===== config.mk =====
export PLATFORM = sky130hd
export DESIGN_NAME = tpc_top
export DESIGN_NICKNAME = d
export VERILOG_FILES = /design/src/rtl/tpc_pkg.sv /design/src/rtl/tpc_cfg_if.sv /design/src/rtl/tpc_top.sv /design/src/rtl/tpc_chan.sv
export SDC_FILE = /design/constraint.sdc
export NUM_CORES = 1
export LEC_CHECK = 0
export ABC_AREA = 1
export BUFFER_PORTS_ARGS = -buffer_cell sky130_fd_sc_hd__buf_2
export CORE_MARGIN = 1.5
export CORE_UTILIZATION = 57
export CTS_BUF_LIST = sky130_fd_sc_hd__clkbuf_8
export DETAILED_ROUTE_END_ITERATION = 12
export MAX_ROUTING_LAYER = met4
export PLACE_DENSITY = 0.88
export SYNTH_ARGS = -nofsm -noshare
export SYNTH_HDL_FRONTEND = slang
export SYNTH_SLANG_ARGS = --single-unit
export TNS_END_PERCENT = 10

===== constraint.sdc =====
create_clock -name CLK_I -period 6.4 [get_ports CLK_I]
set_input_delay 0.64 -clock CLK_I [delete_from_list [all_inputs] [get_ports CLK_I]]
set_output_delay 0.64 -clock CLK_I [all_outputs]
set_load 0.02 [all_outputs]

===== src/rtl/tpc_pkg.sv =====
/*
 * Package for the eight-channel transmit path configuration bank.
 * It holds the register map, the field positions, the reset values and the mode codes.
 * It assumes nothing about its surroundings.
 */
package tpc_pkg;

    // ********************************************************************
    // Sizes
    // ********************************************************************
    localparam int NUM_CH       = 8;
    localparam int CH_W         = 3;
    localparam int REG_W        = 8;
    localparam int ADDR_W       = 8;
    localparam int BYTE_SHIFT   = 2;

    // ********************************************************************
    // Register map
    // ********************************************************************
    localparam logic [ADDR_W-1:0] CH_STRIDE   = 8'h20;
    localparam logic [ADDR_W-1:0] OFS_CTRL_A  = 8'h02;
    localparam logic [ADDR_W-1:0] OFS_CTRL_B  = 8'h03;
    localparam logic [4:0]        OFS_MASK    = 5'h1F;

    // ********************************************************************
    // Field positions of transmit_control_a
    // ********************************************************************
    localparam int A_PWRDN_BIT  = 4;
    localparam int A_POL_BIT    = 3;
    localparam int A_EDGE_BIT   = 2;
    localparam int A_MODE_HI    = 1;
    localparam int A_MODE_LO    = 0;
    localparam logic [REG_W-1:0] A_RESET   = 8'h00;
    localparam logic [REG_W-1:0] A_WR_MASK = 8'h1F;

    // ********************************************************************
    // Field positions of transmit_control_b
    // ********************************************************************
    localparam int B_DRIVER_FAIL_MON_DISABLE_BIT = 5;
    localparam int B_TRIST_BIT   = 4;
    localparam int B_PULSE_TEMPLATE_SEL_HI     = 3;
    localparam int B_PULSE_TEMPLATE_SEL_LO     = 0;
    localparam logic [REG_W-1:0] B_RESET   = 8'h10;
    localparam logic [REG_W-1:0] B_WR_MASK = 8'hFF;

    // ********************************************************************
    // Encoder modes
    // ********************************************************************
    localparam logic [1:0] MODE_HDB3_B8ZS = 2'h0;
    localparam logic [1:0] MODE_AMI       = 2'h1;
    localparam logic [3:0] PULSE_TEMPLATE_SEL_USER_MSB2 = 4'hC;

    typedef enum logic [2:0] {
        TPC_ENC_LINE = 3'b001,
        TPC_ENC_AMI  = 3'b010,
        TPC_ENC_BYP  = 3'b100
    } tpc_enc_e;

endpackage


===== src/rtl/tpc_cfg_if.sv =====
/*
 * Interface carrying one channel's two stored configuration registers.
 * It assumes one clock shared by the register file and the channel decode.
 */
`timescale 1ns/100ps
interface tpc_cfg_if;
    import tpc_pkg::*;
    logic [REG_W-1:0] ctrl_a;
    logic [REG_W-1:0] ctrl_b;
    modport regs (output ctrl_a, output ctrl_b);
    modport chan (input ctrl_a, input ctrl_b);
endinterface


===== src/rtl/tpc_top.sv =====
/*
 * Eight-channel transmit path configuration bank with an APB slave.
 * It assumes an APB master on CLK_I and transmit datapaths that take the decoded controls.
 */
// Decided for this implementation: the APB slave port.
`timescale 1ns/100ps
module tpc_top (
    input  wire logic                                CLK_I,
    input  wire logic                                RST_I,
    input  wire logic                                PSEL_I,
    input  wire logic                                PENABLE_I,
    input  wire logic                                PWRITE_I,
    input  wire logic [31:0]                         PADDR_I,
    input  wire logic [31:0]                         PWDATA_I,
    output logic      [31:0]                         PRDATA_O,
    output logic                                     PREADY_O,
    output logic                                     PSLVERR_O,
    output logic      [tpc_pkg::NUM_CH-1:0]          TX_PWR_DOWN_O,
    output logic      [tpc_pkg::NUM_CH-1:0]          LINE_DRIVER_TRISTATE_O,
    output logic      [tpc_pkg::NUM_CH-1:0]          TX_DATA_POLARITY_O,
    output logic      [tpc_pkg::NUM_CH-1:0]          TX_SAMPLE_EDGE_SEL_O,
    output logic      [tpc_pkg::NUM_CH-1:0]          TX_DUAL_RAIL_O,
    output logic      [tpc_pkg::NUM_CH-1:0]          TX_ENC_LINE_O,
    output logic      [tpc_pkg::NUM_CH-1:0]          TX_ENC_AMI_O,
    output logic      [tpc_pkg::NUM_CH-1:0]          DRIVER_FAIL_MONITOR_EN_O,
    output logic      [tpc_pkg::NUM_CH-1:0]          USER_WAVE_O,
    output logic      [tpc_pkg::NUM_CH*4-1:0]        PULSE_TEMPLATE_SEL_O
);
    import tpc_pkg::*;

    // ********************************************************************
    // Address decode
    // ********************************************************************
    logic [ADDR_W-1:0] reg_idx;
    logic [CH_W-1:0]   ch_sel;
    logic [4:0]        ofs;
    logic              hit_a;
    logic              hit_b;
    logic              upper_zero;
    logic              access;

    // Each register owns one aligned word, so the byte-lane bits are dropped.
    assign reg_idx    = PADDR_I[ADDR_W+BYTE_SHIFT-1:BYTE_SHIFT];
    assign ch_sel     = reg_idx[ADDR_W-1:ADDR_W-CH_W];
    assign ofs        = reg_idx[4:0] & OFS_MASK;
    assign upper_zero = (PADDR_I[31:ADDR_W+BYTE_SHIFT] == '0);
    assign hit_a      = upper_zero && (ofs == OFS_CTRL_A[4:0]);
    assign hit_b      = upper_zero && (ofs == OFS_CTRL_B[4:0]);
    assign access     = PSEL_I && PENABLE_I;

    // Zero-wait slave: every access phase completes at its first edge.
    assign PREADY_O   = 1'b1;
    assign PSLVERR_O  = access && !(hit_a || hit_b);

    // ********************************************************************
    // Register file
    // ********************************************************************
    logic [REG_W-1:0] ctrl_a_q [NUM_CH];
    logic [REG_W-1:0] ctrl_a_d [NUM_CH];
    logic [REG_W-1:0] ctrl_b_q [NUM_CH];
    logic [REG_W-1:0] ctrl_b_d [NUM_CH];
    logic [31:0]      prdata_q;
    logic [31:0]      prdata_d;

    always_comb begin
        for (int i = 0; i < NUM_CH; i++) begin
            ctrl_a_d[i] = ctrl_a_q[i];
            ctrl_b_d[i] = ctrl_b_q[i];
            if (access && PWRITE_I && (ch_sel == CH_W'(i))) begin
                if (hit_a) begin
                    ctrl_a_d[i] = PWDATA_I[REG_W-1:0] & A_WR_MASK;
                end
                // Reserved top bits of transmit_control_b are stored as written so software sees them; those of transmit_control_a are dropped.
                if (hit_b) begin
                    ctrl_b_d[i] = PWDATA_I[REG_W-1:0] & B_WR_MASK;
                end
            end
        end
    end

    always_comb begin
        prdata_d = prdata_q;
        if (PSEL_I && !PENABLE_I && !PWRITE_I) begin
            prdata_d = 32'h00000000;
            if (hit_a) begin
                prdata_d = {24'h000000, ctrl_a_q[ch_sel]};
            end else if (hit_b) begin
                prdata_d = {24'h000000, ctrl_b_q[ch_sel]};
            end
        end
    end

    always_ff @(posedge CLK_I or posedge RST_I) begin
        if (RST_I) begin
            for (int i = 0; i < NUM_CH; i++) begin
                ctrl_a_q[i] <= A_RESET;
                ctrl_b_q[i] <= B_RESET;
            end
            prdata_q <= 32'h00000000;
        end else begin
            for (int i = 0; i < NUM_CH; i++) begin
                ctrl_a_q[i] <= ctrl_a_d[i];
                ctrl_b_q[i] <= ctrl_b_d[i];
            end
            prdata_q <= prdata_d;
        end
    end

    assign PRDATA_O = prdata_q;

    // ********************************************************************
    // Per-channel decode
    // ********************************************************************
    genvar g;
    generate
        for (g = 0; g < NUM_CH; g++) begin : g_ch
            tpc_cfg_if cfg_bus ();
            assign cfg_bus.ctrl_a = ctrl_a_q[g];
            assign cfg_bus.ctrl_b = ctrl_b_q[g];
            tpc_chan u_chan (
                .cfg            (cfg_bus.chan),
                .pwr_down_o     (TX_PWR_DOWN_O[g]),
                .drv_tristate_o (LINE_DRIVER_TRISTATE_O[g]),
                .data_inv_o     (TX_DATA_POLARITY_O[g]),
                .rise_edge_o    (TX_SAMPLE_EDGE_SEL_O[g]),
                .dual_rail_o    (TX_DUAL_RAIL_O[g]),
                .enc_line_o     (TX_ENC_LINE_O[g]),
                .enc_ami_o      (TX_ENC_AMI_O[g]),
                .dfm_enable_o   (DRIVER_FAIL_MONITOR_EN_O[g]),
                .user_wave_o    (USER_WAVE_O[g]),
                .template_o     (PULSE_TEMPLATE_SEL_O[g*4 +: 4])
            );
        end
    endgenerate

endmodule


===== src/rtl/tpc_chan.sv =====
/*
 * Decode of one channel's configuration into transmit path controls.
 * It assumes the stored fields arrive through the channel modport.
 */
`timescale 1ns/100ps
module tpc_chan (
    tpc_cfg_if.chan         cfg,
    output logic            pwr_down_o,
    output logic            drv_tristate_o,
    output logic            data_inv_o,
    output logic            rise_edge_o,
    output logic            dual_rail_o,
    output logic            enc_line_o,
    output logic            enc_ami_o,
    output logic            dfm_enable_o,
    output logic            user_wave_o,
    output logic [3:0]      template_o
);
    import tpc_pkg::*;

    tpc_enc_e enc;

    always_comb begin
        case (cfg.ctrl_a[A_MODE_HI:A_MODE_LO])
            MODE_HDB3_B8ZS: enc = TPC_ENC_LINE;
            MODE_AMI:       enc = TPC_ENC_AMI;
            default:        enc = TPC_ENC_BYP;
        endcase
    end

    // Power-down forces the driver off as well as the transmitter.
    assign pwr_down_o     = cfg.ctrl_a[A_PWRDN_BIT];
    assign drv_tristate_o = cfg.ctrl_a[A_PWRDN_BIT] | cfg.ctrl_b[B_TRIST_BIT];
    assign data_inv_o     = cfg.ctrl_a[A_POL_BIT];
    assign rise_edge_o    = cfg.ctrl_a[A_EDGE_BIT];
    assign enc_line_o     = (enc == TPC_ENC_LINE);
    assign enc_ami_o      = (enc == TPC_ENC_AMI);
    assign dual_rail_o    = (enc == TPC_ENC_BYP);
    assign dfm_enable_o   = ~cfg.ctrl_b[B_DRIVER_FAIL_MON_DISABLE_BIT];
    assign template_o     = cfg.ctrl_b[B_PULSE_TEMPLATE_SEL_HI:B_PULSE_TEMPLATE_SEL_LO];
    assign user_wave_o    = (template_o & PULSE_TEMPLATE_SEL_USER_MSB2) == PULSE_TEMPLATE_SEL_USER_MSB2;

endmodule


# == Word-level counts from Yosys, hierarchy flattened ==
# Index checks and enable logic that the tools add are counted.
# totals
in_bits,69
reg_bits,136
wordCells,145
# classes
reduce_logical,45
n_mux,16
n_eq_ne,49
magnitude_cmp,1
n_bitwise,17
# ops
op,n
8-bit binary-select mux with 3-bit select,2
8-bit two-way mux,6
3-bit one-hot mux with 2 select lines,8
"3-bit == test, second input constant",12
2-bit AND reduction,16
"3-bit by 2-bit == test with 1-bit output, second input constant",10
"3-bit by 1-bit == test with 1-bit output, second input constant",9
22-bit logical NOT,1
"2-bit by 1-bit == test with 1-bit output, second input constant",8
"2-bit == test, second input constant",8
2-bit logical NOT,8
1-bit logical AND,15
"5-bit by 2-bit == test with 1-bit output, second input constant",2
1-bit NOT,8
1-bit OR,8
"4-bit >= comparator, second input constant",1
3-bit NOT with 4-bit output,1
1-bit logical NOT,3
3-bit logical NOT,1
1-bit logical OR,1

# == Longest topological paths before layout ==
# logic_depth
word_depth,6
depth_mapped,12
depth_no_buf,11

# == Hierarchy ==
# From an unflattened synthesis, not the netlist that was laid out.
# unflattened
hier_cells,854
area_unflattened_um2,6219.7
# modules_own_cells
module,area_per_inst_um2,instances,cells_each
tpc_top,5499.0,1,718
tpc_chan,90.1,8,17

# == Worst setup path before layout ==
# OpenSTA, ideal clock, no wires.
# synth_path
path_type,input -> output
startpoint,in PADDR_I[23]
endpoint,out PSLVERR_O
stages,6
path_buffers,1
required_ns,5.760
setup_slack_ns,4.166
arrival_ns,1.594
cell_sequence,or2_0 -> nor2_1 -> nand3_2 -> nor2_2 -> buf_4 -> nor3_1
# synth_via
elab_chain_cells,5
word_cells_on_any_way,6
# synth_rtl
item,line,rtl
"start, declared",tpc_top.sv:13,"input wire logic [31:0] PADDR_I,"
22-bit logical NOT *,tpc_top.sv:46,assign upper_zero = (PADDR_I[31:ADDR_W+BYTE_SHIFT] == '0);
"1-bit logical AND, on equally long branches","tpc_top.sv:47, tpc_top.sv:48",
1-bit logical OR *,tpc_top.sv:53,assign PSLVERR_O = access && !(hit_a || hit_b);
1-bit logical NOT *,tpc_top.sv:53,
1-bit logical AND *,tpc_top.sv:53,
"end, declared",tpc_top.sv:17,"output logic PSLVERR_O,"
# Every way passes the cells marked *; elsewhere a longest branch is shown, timed or not.

# == Worst setup path in the final report ==
# Same ends and word-level chain as after synthesis.

==> impl_metrics.sql <==
INSERT INTO impl_metrics (metric_group, metric, value, unit) VALUES
('synth', 'yosys_most_used_dff', 'sky130_fd_sc_hd__dfrtp_1', ''),
('clocking', 'cts_made_buffers', '9', ''),
('route', 'wl', '15400', 'um'),
('timing', 'worst_clock_skew', '0.0157', 'ns'),
('timing', 'finalHoldViolations', '0', ''),
('floorplan', 'floorplan.core_area', '11000', 'um2'),
('critical_path', 'worst_ep_required_time', '5.76', 'ns'),
('global_route', 'gr-total-overflow', '0', ''),
('floorplan', 'io-pin-count', '207', ''),
('global_route', 'grt_use_total', '0.273', ''),
('clocking', 'max-clock-path-buffers', '2', ''),
('synth', 'synth.top_cells.by_area', 'sky130_fd_sc_hd__dfrtp_1 40%, sky130_fd_sc_hd__nand2_1 18%, sky130_fd_sc_hd__buf_4 15%, sky130_fd_sc_hd__o21ai_0 8.7%, sky130_fd_sc_hd__inv_1 4.3%', ''),
('run_status', 'status', 'completed', ''),
('synth', 'synth_cell_types', '25', ''),
('synth', 'synth.cell_area', '6520', 'um2'),
('timing', 'rsz0062_at_grt', 'false', ''),
('synth', 'synthesis.yosys.warnings', '0', ''),
('route', 'route.vias.total', '5488', ''),
('finish', 'final_net_count', '988', ''),
('route', 'average_wire_per_cell_in_the_routed_design', '14.5', 'um'),
('clocking', 'clock_tree.root_cell', 'sky130_fd_sc_hd__clkbuf_8', ''),
('route', 'firstDrtPassIters', '5', ''),
('power_and_ir_drop', 'leakage', '3.74', 'nW'),
('timing', 'period_needed', '2.74', 'ns'),
('timing', 'worstMarginPinSlew', '1.05', 'ns'),
('placement', 'place_hpwl', '11100', 'um'),
('synth', 'yosysSeqAreaShare', '0.431', ''),
('clocking', 'clock_latency', '0.39', 'ns'),
('critical_path', 'crit_type', 'input port to output port', ''),
('placement', 'dpl.cell_count', '1048', ''),
('timing', 'maxSlewHeadroom', '0.298', ''),
('synth', 'synth.cells.most_frequent', '314 x sky130_fd_sc_hd__nand2_1, 130 x sky130_fd_sc_hd__buf_4, 113 x sky130_fd_sc_hd__o21ai_0, 104 x sky130_fd_sc_hd__dfrtp_1, 74 x sky130_fd_sc_hd__inv_1', ''),
('timing', 'final.setup.tns', '0', 'ns'),
('synth', 'synthDominantAreaCellType', 'sky130_fd_sc_hd__dfrtp_1', ''),
('timing', 'max_freq', '0.365', 'GHz'),
('finish', 'num_antenna_cells', '0', ''),
('min_path', 'hp-class', 'input port to async pin', ''),
('timing', 'setup_viol', '0', ''),
('global_route', 'antenna_found_initial', '0', ''),
('clocking', 'cts.repair.resized', '0', ''),
('route', 'detail_route.drc_violations', '0', ''),
('clocking', 'cts_tree', 'built', ''),
('clocking', 'ctsHoldBuffers', '0', ''),
('finish', 'layout-area-overhead-vs-synth', '1.88', '%'),
('power_and_ir_drop', 'power.density_cell_area', '188', 'nW/um2'),
('clocking', 'tritoncts_num_sinks', '112', ''),
('placement', 'dp_slack', '3.52', 'ns'),
('finish', 'finalNonFillerCells', '1064', ''),
('floorplan', 'std_cell_rows', '38', ''),
('route', 'detail-route-antenna-nets', '0', ''),
('finish', 'drive_above_1_share', '0.218', ''),
('route', 'route.detailed.vias_per_inst', '5.16', ''),
('global_route', 'grt_first_pass_wirelength', '24600', 'um'),
('floorplan', 'die_h', '110', 'um'),
('placement', 'placement.io_buffers', '155', ''),
('placement', 'routabilityCongestion', '0.880', ''),
('clocking', 'htree_levels', '3', ''),
('timing', 'timing.final.ws_setup', '3.66', 'ns'),
('synth', 'syn_inst', '893', ''),
('floorplan', 'fp.dieArea', '12100', 'um2'),
('timing', 'min_period_over_period', '0.428', ''),
('power_and_ir_drop', 'vdd_drop_max', '0.106', 'mV'),
('clocking', 'cts_post_setup_buffers_inserted', '0', ''),
('synth', 'number_of_synthesized_register_bits', '112', ''),
('clocking', 'clk_pin_slew', '0.11', 'ns'),
('critical_path', 'critPathCaptureType', 'output port', ''),
('route', 'first_iter_violations', '466', ''),
('critical_path', 'critical_path_peak_fanout', '14', ''),
('global_route', 'largest_net_degree_at_the_start_of_global_routing', '76', ''),
('floorplan', 'die_width', '110', 'um'),
('timing', 'maxSlewViolCount', '0', ''),
('critical_path', 'crit_path_start_kind', 'input port', ''),
('synth', 'synth_edf_count', '0', ''),
('synth', 'async_reset_ff_frac', '1.00', ''),
('synth', 'post-synth-top-count-cell', 'sky130_fd_sc_hd__nand2_1', ''),
('critical_path', 'timing.critical_path.arrival', '2.10', 'ns'),
('global_route', 'first_global_vias', '5102', ''),
('floorplan', 'initial_utilization', '0.594', ''),
('synth', 'syn_area_per_cell', '7.31', 'um2'),
('synth', 'yosys.area.top_type_share', '0.399', ''),
('flow_run', 'timing.max_cap.violations', '0', '');
==> registers in the layout, indices dropped and copies added (netlist names) <==
signal / flops
g_ch.cfg_bus.ctrl_a: 40
PRDATA_O: 8
g_ch.cfg_bus.ctrl_b: 64
==> power by group <==
part / switching [mW] / internal (mW)
registers: 0.00000000499 / 0.708
logic: 0.0767 / 0.0221
clock network: 0.257 / 0.189
total: 0.334 / 0.919
==> critical path: stages <==
cell	delay (ns)
sky130_fd_sc_hd__buf_2	0.10
sky130_fd_sc_hd__or2_0	0.21
sky130_fd_sc_hd__nor2_1	0.13
sky130_fd_sc_hd__nand3_2	0.12
sky130_fd_sc_hd__nor2_2	0.56
sky130_fd_sc_hd__nor3_1	0.14
sky130_fd_sc_hd__buf_2	0.20
==> path summary, 6_finish.rpt <==
path	slack [ns]	from	end	cells after the start
min in group CLK_I	0.48	PRDATA_O[0]$_DFFE_PP0P_	PRDATA_O[0]$_DFFE_PP0P_	2
max in group asynchronous	4.86	RST_I	g_ch[4].cfg_bus.ctrl_a[0]$_DFFE_PP0P_	3
worst min register to register	0.48	PRDATA_O[0]$_DFFE_PP0P_	PRDATA_O[0]$_DFFE_PP0P_	2
worst max register to register	5.15	g_ch[7].cfg_bus.ctrl_b[4]$_DFFE_PP1P_	PRDATA_O[4]$_DFFE_PP0P_	10
worst min-delay path	0.26	RST_I	g_ch[3].cfg_bus.ctrl_b[0]$_DFFE_PP0P_	2
worst max-delay path	3.66	PADDR_I[23]	PSLVERR_O	7
==> area by class of cell <==
type,instances,area [um2]
Clock buffer,9,124
Sequential cell,112,2810
Clock inverter,7,85.1
Inverter,74,280
Multi-Input combinational cell,566,2390
Timing Repair Buffer,156,783
Fill cell,994,4340
Tap cell,140,175
==> stage by stage <==
step	area (um2)	utilization	hold WS [ns]	power (mW)
5_1_grt	6650	0.605	0.293	1.29
4_1_cts	6650	0.605	0.273	1.25
3_3_place_gp	6440	0.586	0.458	0.818
6_report	6650	0.605	0.262	1.25
3_5_place_dp	6440	0.586	0.461	0.819
2_1_floorplan	6610	-	0.446	0.798
==> cell usage in the layout (no fill, tap or decap), types with 4 or more instances in the layout <==
cell,n
sky130_fd_sc_hd__nand2_1,314
sky130_fd_sc_hd__buf_2,155
sky130_fd_sc_hd__o21ai_0,113
sky130_fd_sc_hd__dfrtp_1,104
sky130_fd_sc_hd__inv_1,73
sky130_fd_sc_hd__nor2_1,60
sky130_fd_sc_hd__conb_1,25
sky130_fd_sc_hd__nand3_1,13
sky130_fd_sc_hd__or2_2,12
sky130_fd_sc_hd__o21ai_1,11
sky130_fd_sc_hd__clkbuf_8,9
sky130_fd_sc_hd__dfstp_2,8
sky130_fd_sc_hd__nand2_2,4
==> per-layer routing <==
metal	track usage	wire [um]	up-vias
met2	0.434	7410	247
li1	-	-	2644
met4	0.102	406	0
met5	-	0	-
met1	0.354	6490	2560
met3	0.0435	1080	37
==> cell families after synthesis <==
group,Yosys count,share of synthesized area
flops,112,0.431
other cells,2,0.00115
compound gates,127,0.0984
simple gates,414,0.253
buf+inv,238,0.216
(Power assumes the default switching activity.)
